### src/core/mfc_params.svh
// Constants for the modem flow-control block: offsets, fields, resets, timing
//
// Function
// - Auto terminal-ready: drive low at threshold, release below it.
// - Auto request-to-send: release at threshold, drive low below it.
// - Auto clear-to-send: finish character, idle until reasserted.
// - Flow-control characters ignore the clear-to-send input.
// - Auto data-set-ready: finish character, idle until reasserted.
// - Flow-control characters ignore the data-set-ready input.
// - Ch0 request-to-send strap high at start-up skips EEPROM preload.
// - Channel-0 terminal-ready pin read as debug strap, default low.
// - Ch1 request-to-send pin read as test-mode strap, default low.
// - Serial outputs idle high; serial inputs treat high as idle.
`ifndef MFC_PARAMS_SVH
`define MFC_PARAMS_SVH

// ----------------------------------------------------------------------------
// Register offsets
// ----------------------------------------------------------------------------
`define MFC_CTRL_OFS     12'h000
`define MFC_MANUAL_OFS   12'h004
`define MFC_THRESH_OFS   12'h008
`define MFC_STATUS_OFS   12'h00c
`define MFC_PINS_OFS     12'h010

// ----------------------------------------------------------------------------
// Field positions and reset values
// ----------------------------------------------------------------------------
`define MFC_DTR_AUTO_LSB 0
`define MFC_RTS_AUTO_LSB 8
`define MFC_CTS_AUTO_LSB 16
`define MFC_DSR_AUTO_LSB 24
`define MFC_CTRL_RST     32'h0000_0000
`define MFC_MANUAL_RST   16'h0000
`define MFC_THRESH_RST   8'h10

// ----------------------------------------------------------------------------
// Timing
// ----------------------------------------------------------------------------
`define MFC_CLK_PERIOD_PS 8000
`define MFC_STRAP_SETTLE_NS 100
`define MFC_STRAP_CYC \
    ((`MFC_STRAP_SETTLE_NS * 1000 + `MFC_CLK_PERIOD_PS - 1) / `MFC_CLK_PERIOD_PS)

`endif

### src/core/mfc_pkg.sv
// Types shared by the modem flow-control block
package mfc_pkg;
    typedef enum logic {
        ST_SETTLE,
        ST_RUN
    } mfc_state_type;
    typedef logic [7:0] mfc_chan_type;
endpackage

### src/core/mfc_flow_ctrl.sv
// Modem handshake, automatic flow control and start-up straps, eight channels
`timescale 1ns/100ps
`include "mfc_params.svh"

module mfc_flow_ctrl (
    input  wire logic             pclk,            // APB clock, 125 MHz
    input  wire logic             presetn,         // Async reset, active low
    input  wire logic             psel,            // APB select
    input  wire logic             penable,         // APB access phase
    input  wire logic             pwrite,          // APB write
    input  wire logic [11:0]      paddr,           // APB byte address
    input  wire logic [31:0]      pwdata,          // APB write data
    output logic      [31:0]      prdata,          // APB read data
    output logic                  pready,          // APB ready
    output logic                  pslverr,         // APB error, unmapped
    input  wire logic [63:0]      rx_level,        // Rx FIFO level, 8 bits/ch
    input  wire mfc_pkg::mfc_chan_type cts_n,      // Clear-to-send pins
    input  wire mfc_pkg::mfc_chan_type dsr_n,      // Data-set-ready pins
    input  wire mfc_pkg::mfc_chan_type sin,        // Serial data inputs
    input  wire mfc_pkg::mfc_chan_type tx_busy,    // Character in progress
    input  wire mfc_pkg::mfc_chan_type tx_serial,  // Framed serial from Tx
    input  wire logic             dtr0_strap_in,   // Ch0 terminal-ready pin in
    input  wire logic             rts0_strap_in,   // Ch0 request-to-send pin in
    input  wire logic             rts1_strap_in,   // Ch1 request-to-send pin in
    output mfc_pkg::mfc_chan_type dtr_n,           // Terminal-ready out
    output mfc_pkg::mfc_chan_type dtr_n_oe,        // Terminal-ready enable
    output mfc_pkg::mfc_chan_type rts_n,           // Request-to-send out
    output mfc_pkg::mfc_chan_type rts_n_oe,        // Request-to-send enable
    output mfc_pkg::mfc_chan_type sout,            // Serial data outputs
    output mfc_pkg::mfc_chan_type tx_data_ok,      // Data character may start
    output mfc_pkg::mfc_chan_type tx_fc_ok,        // Flow-control char may go
    output logic                  preload_bypass,  // EEPROM preload skipped
    output logic                  eeprom_load,     // EEPROM preload request
    output logic                  debug_strap_two, // Latched debug strap
    output logic                  test_mode        // Latched test-mode strap
);
    import mfc_pkg::*;

    // ------------------------------------------------------------------------
    // State
    // ------------------------------------------------------------------------
    mfc_state_type state_reg;
    logic [7:0]    settle_reg;
    logic [31:0]   ctrl_reg;
    logic [15:0]   manual_reg;
    logic [7:0]    thresh_reg;
    logic [7:0]    hold_reg;
    wire  [7:0]    hold_next;
    wire  [7:0]    dtr_next;
    wire  [7:0]    rts_next;
    logic [7:0]    sin_idle_reg;

    wire [7:0] dtr_auto = ctrl_reg[`MFC_DTR_AUTO_LSB +: 8];
    wire [7:0] rts_auto = ctrl_reg[`MFC_RTS_AUTO_LSB +: 8];
    wire [7:0] cts_auto = ctrl_reg[`MFC_CTS_AUTO_LSB +: 8];
    wire [7:0] dsr_auto = ctrl_reg[`MFC_DSR_AUTO_LSB +: 8];
    wire       run      = (state_reg == ST_RUN);

    // ------------------------------------------------------------------------
    // APB decode
    // ------------------------------------------------------------------------
    wire acc      = psel && penable && !pready;
    wire done     = psel && penable && pready;
    wire hit_ctrl = (paddr == `MFC_CTRL_OFS);
    wire hit_man  = (paddr == `MFC_MANUAL_OFS);
    wire hit_thr  = (paddr == `MFC_THRESH_OFS);
    wire hit_stat = (paddr == `MFC_STATUS_OFS);
    wire hit_pins = (paddr == `MFC_PINS_OFS);
    wire mapped   = hit_ctrl || hit_man || hit_thr || hit_stat || hit_pins;
    wire [31:0] status_word = {8'h00, sin_idle_reg, 4'h0, run, test_mode,
                               debug_strap_two, preload_bypass, hold_reg};
    wire [31:0] rd_word;
    assign rd_word = hit_ctrl ? ctrl_reg :
                     hit_man  ? {16'h0000, manual_reg} :
                     hit_thr  ? {24'h000000, thresh_reg} :
                     hit_stat ? status_word :
                     hit_pins ? {16'h0000, dsr_n, cts_n} : 32'h0000_0000;

    // One wait state: pready rises on the second access cycle, so prdata
    // and pslverr can be registered like every other output.
    always_ff @(posedge pclk or negedge presetn) begin
        if (!presetn) begin
            pready  <= 1'b0;
            prdata  <= 32'h0000_0000;
            pslverr <= 1'b0;
        end else begin
            pready  <= acc;
            prdata  <= acc && !pwrite ? rd_word : 32'h0000_0000;
            pslverr <= acc && !mapped;
        end
    end

    always_ff @(posedge pclk or negedge presetn) begin
        if (!presetn) begin
            ctrl_reg   <= `MFC_CTRL_RST;
            manual_reg <= `MFC_MANUAL_RST;
            thresh_reg <= `MFC_THRESH_RST;
        end else if (done && pwrite) begin
            if (hit_ctrl) begin
                ctrl_reg <= pwdata;
            end else if (hit_man) begin
                manual_reg <= pwdata[15:0];
            end else if (hit_thr) begin
                thresh_reg <= pwdata[7:0];
            end
        end
    end

    // ------------------------------------------------------------------------
    // Start-up strap sampling
    // ------------------------------------------------------------------------
    // Shared pins stay undriven while the straps settle; board pull-downs
    // give the default of zero when nothing is strapped.
    always_ff @(posedge pclk or negedge presetn) begin
        if (!presetn) begin
            state_reg       <= ST_SETTLE;
            settle_reg      <= 8'((`MFC_STRAP_CYC) - 1);
            preload_bypass  <= 1'b0;
            eeprom_load     <= 1'b0;
            debug_strap_two <= 1'b0;
            test_mode       <= 1'b0;
        end else begin
            case (state_reg)
                ST_SETTLE: begin
                    if (settle_reg == 8'h00) begin
                        state_reg       <= ST_RUN;
                        preload_bypass  <= rts0_strap_in;
                        eeprom_load     <= !rts0_strap_in;
                        debug_strap_two <= dtr0_strap_in;
                        test_mode       <= rts1_strap_in;
                    end else begin
                        settle_reg <= settle_reg - 8'h01;
                    end
                end
                default: begin
                    state_reg <= ST_RUN;
                end
            endcase
        end
    end

    // ------------------------------------------------------------------------
    // Per-channel flow control
    // ------------------------------------------------------------------------
    genvar ch;
    generate
        for (ch = 0; ch < 8; ch = ch + 1) begin : g_ch
            wire [7:0] lvl   = rx_level[ch*8 +: 8];
            wire       full  = (lvl >= thresh_reg);
            wire       block = (cts_auto[ch] && cts_n[ch]) ||
                               (dsr_auto[ch] && dsr_n[ch]);
            // A character already on the wire is never cut short.
            assign hold_next[ch] = block && (hold_reg[ch] || !tx_busy[ch]);
            assign dtr_next[ch] = dtr_auto[ch] ? !full :
                                  !manual_reg[ch];
            assign rts_next[ch] = rts_auto[ch] ? full :
                                  !manual_reg[8 + ch];
        end
    endgenerate

    always_ff @(posedge pclk or negedge presetn) begin
        if (!presetn) begin
            hold_reg     <= 8'h00;
            dtr_n        <= 8'hff;
            rts_n        <= 8'hff;
            dtr_n_oe     <= 8'h00;
            rts_n_oe     <= 8'h00;
            sout         <= 8'hff;
            tx_data_ok   <= 8'h00;
            tx_fc_ok     <= 8'h00;
            sin_idle_reg <= 8'h00;
        end else begin
            hold_reg     <= hold_next;
            dtr_n        <= dtr_next;
            rts_n        <= rts_next;
            dtr_n_oe     <= {8{run}};
            rts_n_oe     <= {8{run}};
            sout         <= run ? tx_serial : 8'hff;
            sin_idle_reg <= sin;
            tx_data_ok   <= run ? ~hold_next : 8'h00;
            tx_fc_ok     <= {8{run}};
        end
    end

    // ------------------------------------------------------------------------
    // Assertions
    // ------------------------------------------------------------------------
    property p_dtr_assert;
        @(posedge pclk) disable iff (!presetn)
        dtr_auto[0] && (rx_level[7:0] >= thresh_reg) |=> !dtr_n[0];
    endproperty
    a_dtr_assert: assert property (p_dtr_assert)
        else $error("terminal-ready not asserted at threshold");

    property p_dtr_release;
        @(posedge pclk) disable iff (!presetn)
        dtr_auto[3] && (rx_level[31:24] < thresh_reg) |=> dtr_n[3];
    endproperty
    a_dtr_release: assert property (p_dtr_release)
        else $error("terminal-ready not released below threshold");

    property p_rts_flow;
        @(posedge pclk) disable iff (!presetn)
        rts_auto[7] |=>
            rts_n[7] == ($past(rx_level[63:56]) >= $past(thresh_reg));
    endproperty
    a_rts_flow: assert property (p_rts_flow)
        else $error("request-to-send does not follow threshold");

    property p_cts_stop;
        @(posedge pclk) disable iff (!presetn)
        run && cts_auto[1] && cts_n[1] && !tx_busy[1] |=> !tx_data_ok[1];
    endproperty
    a_cts_stop: assert property (p_cts_stop)
        else $error("data allowed while clear-to-send deasserted");

    property p_dsr_stop;
        @(posedge pclk) disable iff (!presetn)
        run && dsr_auto[2] && dsr_n[2] && !tx_busy[2] |=> !tx_data_ok[2];
    endproperty
    a_dsr_stop: assert property (p_dsr_stop)
        else $error("data allowed while data-set-ready deasserted");

    property p_no_cut;
        @(posedge pclk) disable iff (!presetn)
        run && !hold_reg[1] && tx_busy[1] |=> !hold_reg[1];
    endproperty
    a_no_cut: assert property (p_no_cut)
        else $error("hold taken during a character");

    property p_fc_free;
        @(posedge pclk) disable iff (!presetn)
        run && (cts_n != 8'h00 || dsr_n != 8'h00) |=> tx_fc_ok == 8'hff;
    endproperty
    a_fc_free: assert property (p_fc_free)
        else $error("flow-control character blocked");

    property p_bypass;
        @(posedge pclk) disable iff (!presetn)
        !run && settle_reg == 8'h00 |=>
            preload_bypass == $past(rts0_strap_in) &&
            eeprom_load == !preload_bypass;
    endproperty
    a_bypass: assert property (p_bypass)
        else $error("preload bypass strap mislatched");

    property p_straps;
        @(posedge pclk) disable iff (!presetn)
        !run && settle_reg == 8'h00 |=>
            debug_strap_two == $past(dtr0_strap_in) &&
            test_mode == $past(rts1_strap_in);
    endproperty
    a_straps: assert property (p_straps)
        else $error("debug or test-mode strap mislatched");

    property p_pins_free;
        @(posedge pclk) disable iff (!presetn)
        !run |=> rts_n_oe[0] == 1'b0 || $past(settle_reg) == 8'h00;
    endproperty
    a_pins_free: assert property (p_pins_free)
        else $error("shared pin driven during strap sampling");

    c_run:     cover property (@(posedge pclk) disable iff (!presetn)
        $rose(run));
    c_cts:     cover property (@(posedge pclk) disable iff (!presetn)
        $rose(hold_reg[1]));
    c_dtr:     cover property (@(posedge pclk) disable iff (!presetn)
        $fell(dtr_n[0]));
    c_apb_err: cover property (@(posedge pclk) disable iff (!presetn)
        pready && pslverr);
endmodule

### config.mk
export PLATFORM = sky130hd
export DESIGN_NAME = mfc_flow_ctrl
export DESIGN_NICKNAME = d
export VERILOG_FILES = /design/src/core/mfc_pkg.sv /design/src/core/mfc_flow_ctrl.sv
export VERILOG_INCLUDE_DIRS = /design/src /design/src/core
export SDC_FILE = /design/constraint.sdc
export NUM_CORES = 1
export LEC_CHECK = 0
export BUFFER_PORTS_ARGS = -buffer_cell sky130_fd_sc_hd__buf_2
export CORE_UTILIZATION = 55
export CTS_BUF_LIST = sky130_fd_sc_hd__clkbuf_8 sky130_fd_sc_hd__clkbuf_16
export DETAILED_ROUTE_END_ITERATION = 6
export GPL_TIMING_DRIVEN = 0
export PLACE_DENSITY = 0.87
export SLEW_MARGIN = 0
export SYNTH_ARGS = -nofsm -noshare
export SYNTH_HDL_FRONTEND = slang
export SYNTH_SLANG_ARGS = --single-unit
### constraint.sdc
create_clock -name pclk -period 4.7 [get_ports pclk]
set_input_delay 0.47 -clock pclk [delete_from_list [all_inputs] [get_ports pclk]]
set_output_delay 0.47 -clock pclk [all_outputs]
set_load 0.01 [all_outputs]
==> run_results.csv <==
group,metric,value,unit
sta,setup-violations-final,0,
flow_run,max_cap_violations,0,
placed_design,port_buffers,248,
synthesis,synth-seq-area-share,50.1,%
synthesis,yosys_warnings,0,
cts,cts_sinks,152,
floorplan,die_area,14400,um^2
setup_path,critPathTopFamily,"simple AND/OR/NAND/NOR gates",
routing,drt-vias-per-instance,5.55,
cts,cts_resized,0,
power,power_density,295,nW/um^2
sta,worst_pin_slew,772,ps
run_status,status,"finished clean",
layout,nNetsFinal,1149,
cts,cts_root_buffer,"clkbuf_16",
floorplan,core_area,13400,um^2
synthesis,synth-edff-count,0,
worst_hold_path,hp-class,"in -> async",
synthesis,synthAdderAreaFrac,10.8,%
synthesis,synthXorXnorAreaFrac,0.686,%
synthesis,synth_area,7650,um^2
cts,clk_latency,410,ps
setup_path,slowest_delay,570,ps
routing,drc_errors,0,
synthesis,synth_compound_area_share,12.3,%
routing,routed_wl,20800,um
floorplan,die_h,120,um
setup_path,crit_type,"in -> reg",
setup_path,cp-start-kind,"primary input",
layout,fillerInstances,942,
setup_path,worstPathBufferInverterCount,2,
setup_path,critPathArrivalTime,2750,ps
cts,cts_tree,"done",
routing,drt_iter0_markers,369,
sta,tns,0,ps
routing,avgRoutedWirePerCell,18.6,um
cts,post-cts-setup-buffers,0,
setup_path,critical_path_peak_fanout,10,
cts,hold_buffers,0,
routing,routed-via-count,6203,
synthesis,syn_nets,881,
sta,fin_crit,2460,ps
setup_path,critical_path.cell_chain,"buf_2 -> nor4_1 -> nand4_1 -> nor2_2 -> buf_4 -> mux2_2",
global_route,grt-ovfl-total,0,
synthesis,synth_top_family_by_area,"compound AO/OA/AOI/OAI gates",
setup_path,slowest_stage,"nor4_1",
placed_design,dp_hpwl,15800,um
setup_path,cp.required,4990,ps
routing,first_pass_iters,5,
power,max-vdd-ir-drop,0.255,mV
power,finalPower,2.88,mW
floorplan,die_w,120,um
cts,cts_buffers,17,
layout,syn2layout_area_growth,27.1,%
global_route,grt_pass1_wl,32200,um
global_route,grt_pass1_vias,6330,
cts,clk_pin_slew,60,ps
routing,ant_nets,0,
power,leakage,4.80,nW
synthesis,async_flop_share,100,%
sta,rsz0062_at_grt,"no",
cts,clockBufferDepth,2,
floorplan,initial_utilization,57.1,%
synthesis,syn_inst,659,
synthesis,avgSynthCellArea,11.6,um^2
sta,max_freq,0.406,GHz
synthesis,synthFlopType,"dfrtp_1",
placed_design,routabilityCongestion,0.827,
floorplan,rows,42,
layout,drive_gt1_share,44.0,%
sta,finalClockSkew,8.77,ps
sta,relSlewSlack,48.5,%
synthesis,ys_ff_latch,152,
sta,finalCritPeriodShare,52.4,%
sta,slew_violations,0,
synthesis,synthMuxAreaShare,11.6,%
floorplan,top_level_ports,250,
synthesis,synth_cell_types,43,
global_route,grt_usage,29.6,%
synthesis,synthSimpleGateAreaFrac,9.48,%
global_route,grt_antenna_before_repair,2,
sta,hold_viol_final,0,
setup_path,cp-end-kind,"register",
cts,cts-htree-levels,4,
global_route,grt_max_degree,91,
## power by group
part           total (mW)  internal (mW)  leakage (nW)  switching, mW
Clock                1.32          0.790         0.284          0.532
Sequential           1.33           1.32          1.95        0.00411
Combinational       0.227          0.102          2.56          0.126
## layout make-up
| cell class | count | area (um^2) | share of cell area [%] |
|---|---|---|---|
| Sequential cell | 152 | 3840 | 39.4 |
| Multi-Input combinational cell | 432 | 3430 | 35.3 |
| Timing Repair Buffer | 249 | 1270 | 13.1 |
| Clock buffer | 18 | 439 | 4.51 |
| Buffer | 42 | 262 | 2.69 |
| Tap cell | 176 | 220 | 2.26 |
| Clock inverter | 14 | 136 | 1.40 |
| Inverter | 33 | 124 | 1.27 |
| Antenna cell | 2 | 5.00 | 0.0514 |
## worst reg2reg max path: stages (launching register included)
cell and delay [ps]:
dfrtp_1 420, or4bb_1 610, nor4_4 590, o221ai_1 290
a21oi_1 190
## synth_stat cells, drive strengths merged (9+ instances only)
cell    instances  area, um^2
dfrtp         125        3130
mux2           67         754
ha             66         826
a21oi          56         280
inv            33         124
buf            31         220
nand2b         29         184
dfstp          27         709
o21ai          27         135
nand2          21        78.8
nor2           20        80.1
a22oi          16         120
a31oi          16         100
mux2i          13         130
nand4          12        75.1
clkbuf         11        41.3
and2            9        56.3
nor2b           9        56.3
## metrics by stage
step,instance area (um^2),std cells,utilization [%],worst slack [ps],hold WS (ps)
finish,9730,1118,72.6,2240,29.0
global route,9730,1118,72.6,2130,69.2
CTS,9730,1116,72.6,2250,47.4
detailed placement,9150,1084,68.3,1850,425
global placement,9120,1083,68.0,1110,424
floorplan,7650,659,-,2700,174
## per-layer routing
metal	wire length (um)	vias up	GRT usage, %
met2	10600	268	52.4
met3	1380	36	7.03
met1	8440	2996	35.1
met5	0	-	0
met4	463	0	10.0
li1	-	2903	-
## worst paths after layout
| kind | slack, ps | startpoint | depth (start not counted) | end |
|---|---|---|---|---|
| setup / recovery | 2240 | paddr[0] | 6 | ctrl_reg[19] |
| hold / removal | 30 | presetn | 1 | prdata[16] |
| setup reg to reg | 2520 | pready | 4 | prdata[2] |
| hold reg to reg | 440 | run | 0 | tx_fc_ok[0] |
| max in group asynchronous | 3820 | presetn | 2 | rts_n[3] |
| min in group pclk | 160 | sin[0] | 1 | sin_idle_reg[0] |
## layout by cell type (no fill, tap or decap), types with 3 or more instances in the layout
cell type | Yosys | layout
nand2_1 | 21 | 21
inv_1 | 33 | 35
nand4_1 | 12 | 12
clkbuf_16 | 0 | 17
a21oi_1 | 56 | 56
clkinvlp_4 | 0 | 3
o21bai_1 | 8 | 8
nand3_1 | 3 | 3
mux2_2 | 65 | 65
dfstp_2 | 27 | 27
o221ai_1 | 8 | 8
a21o_1 | 8 | 8
a31o_2 | 8 | 8
nand2b_1 | 28 | 28
xnor2_1 | 6 | 6
a31oi_1 | 16 | 16
nor2_1 | 18 | 18
nor4_1 | 4 | 4
clkbuf_1 | 11 | 11
nor3_1 | 8 | 8
ha_1 | 66 | 66
and2_1 | 9 | 9
buf_4 | 27 | 27
clkinv_2 | 0 | 4
nor2b_1 | 9 | 9
mux2i_1 | 13 | 13
dfrtp_1 | 125 | 125
buf_2 | 2 | 249
clkinv_4 | 0 | 3
o21ai_0 | 27 | 27
a211oi_1 | 4 | 4
a22oi_1 | 16 | 16
## logic make-up after synthesis
family / Yosys count
multiplexers: 80
flip-flops: 152
adder cells (fa/ha/maj): 66
buffers and inverters: 75
AND/OR/NAND/NOR: 127
AO/OA/AOI/OAI: 153
XOR/XNOR: 6
(Power assumes the default switching activity.)
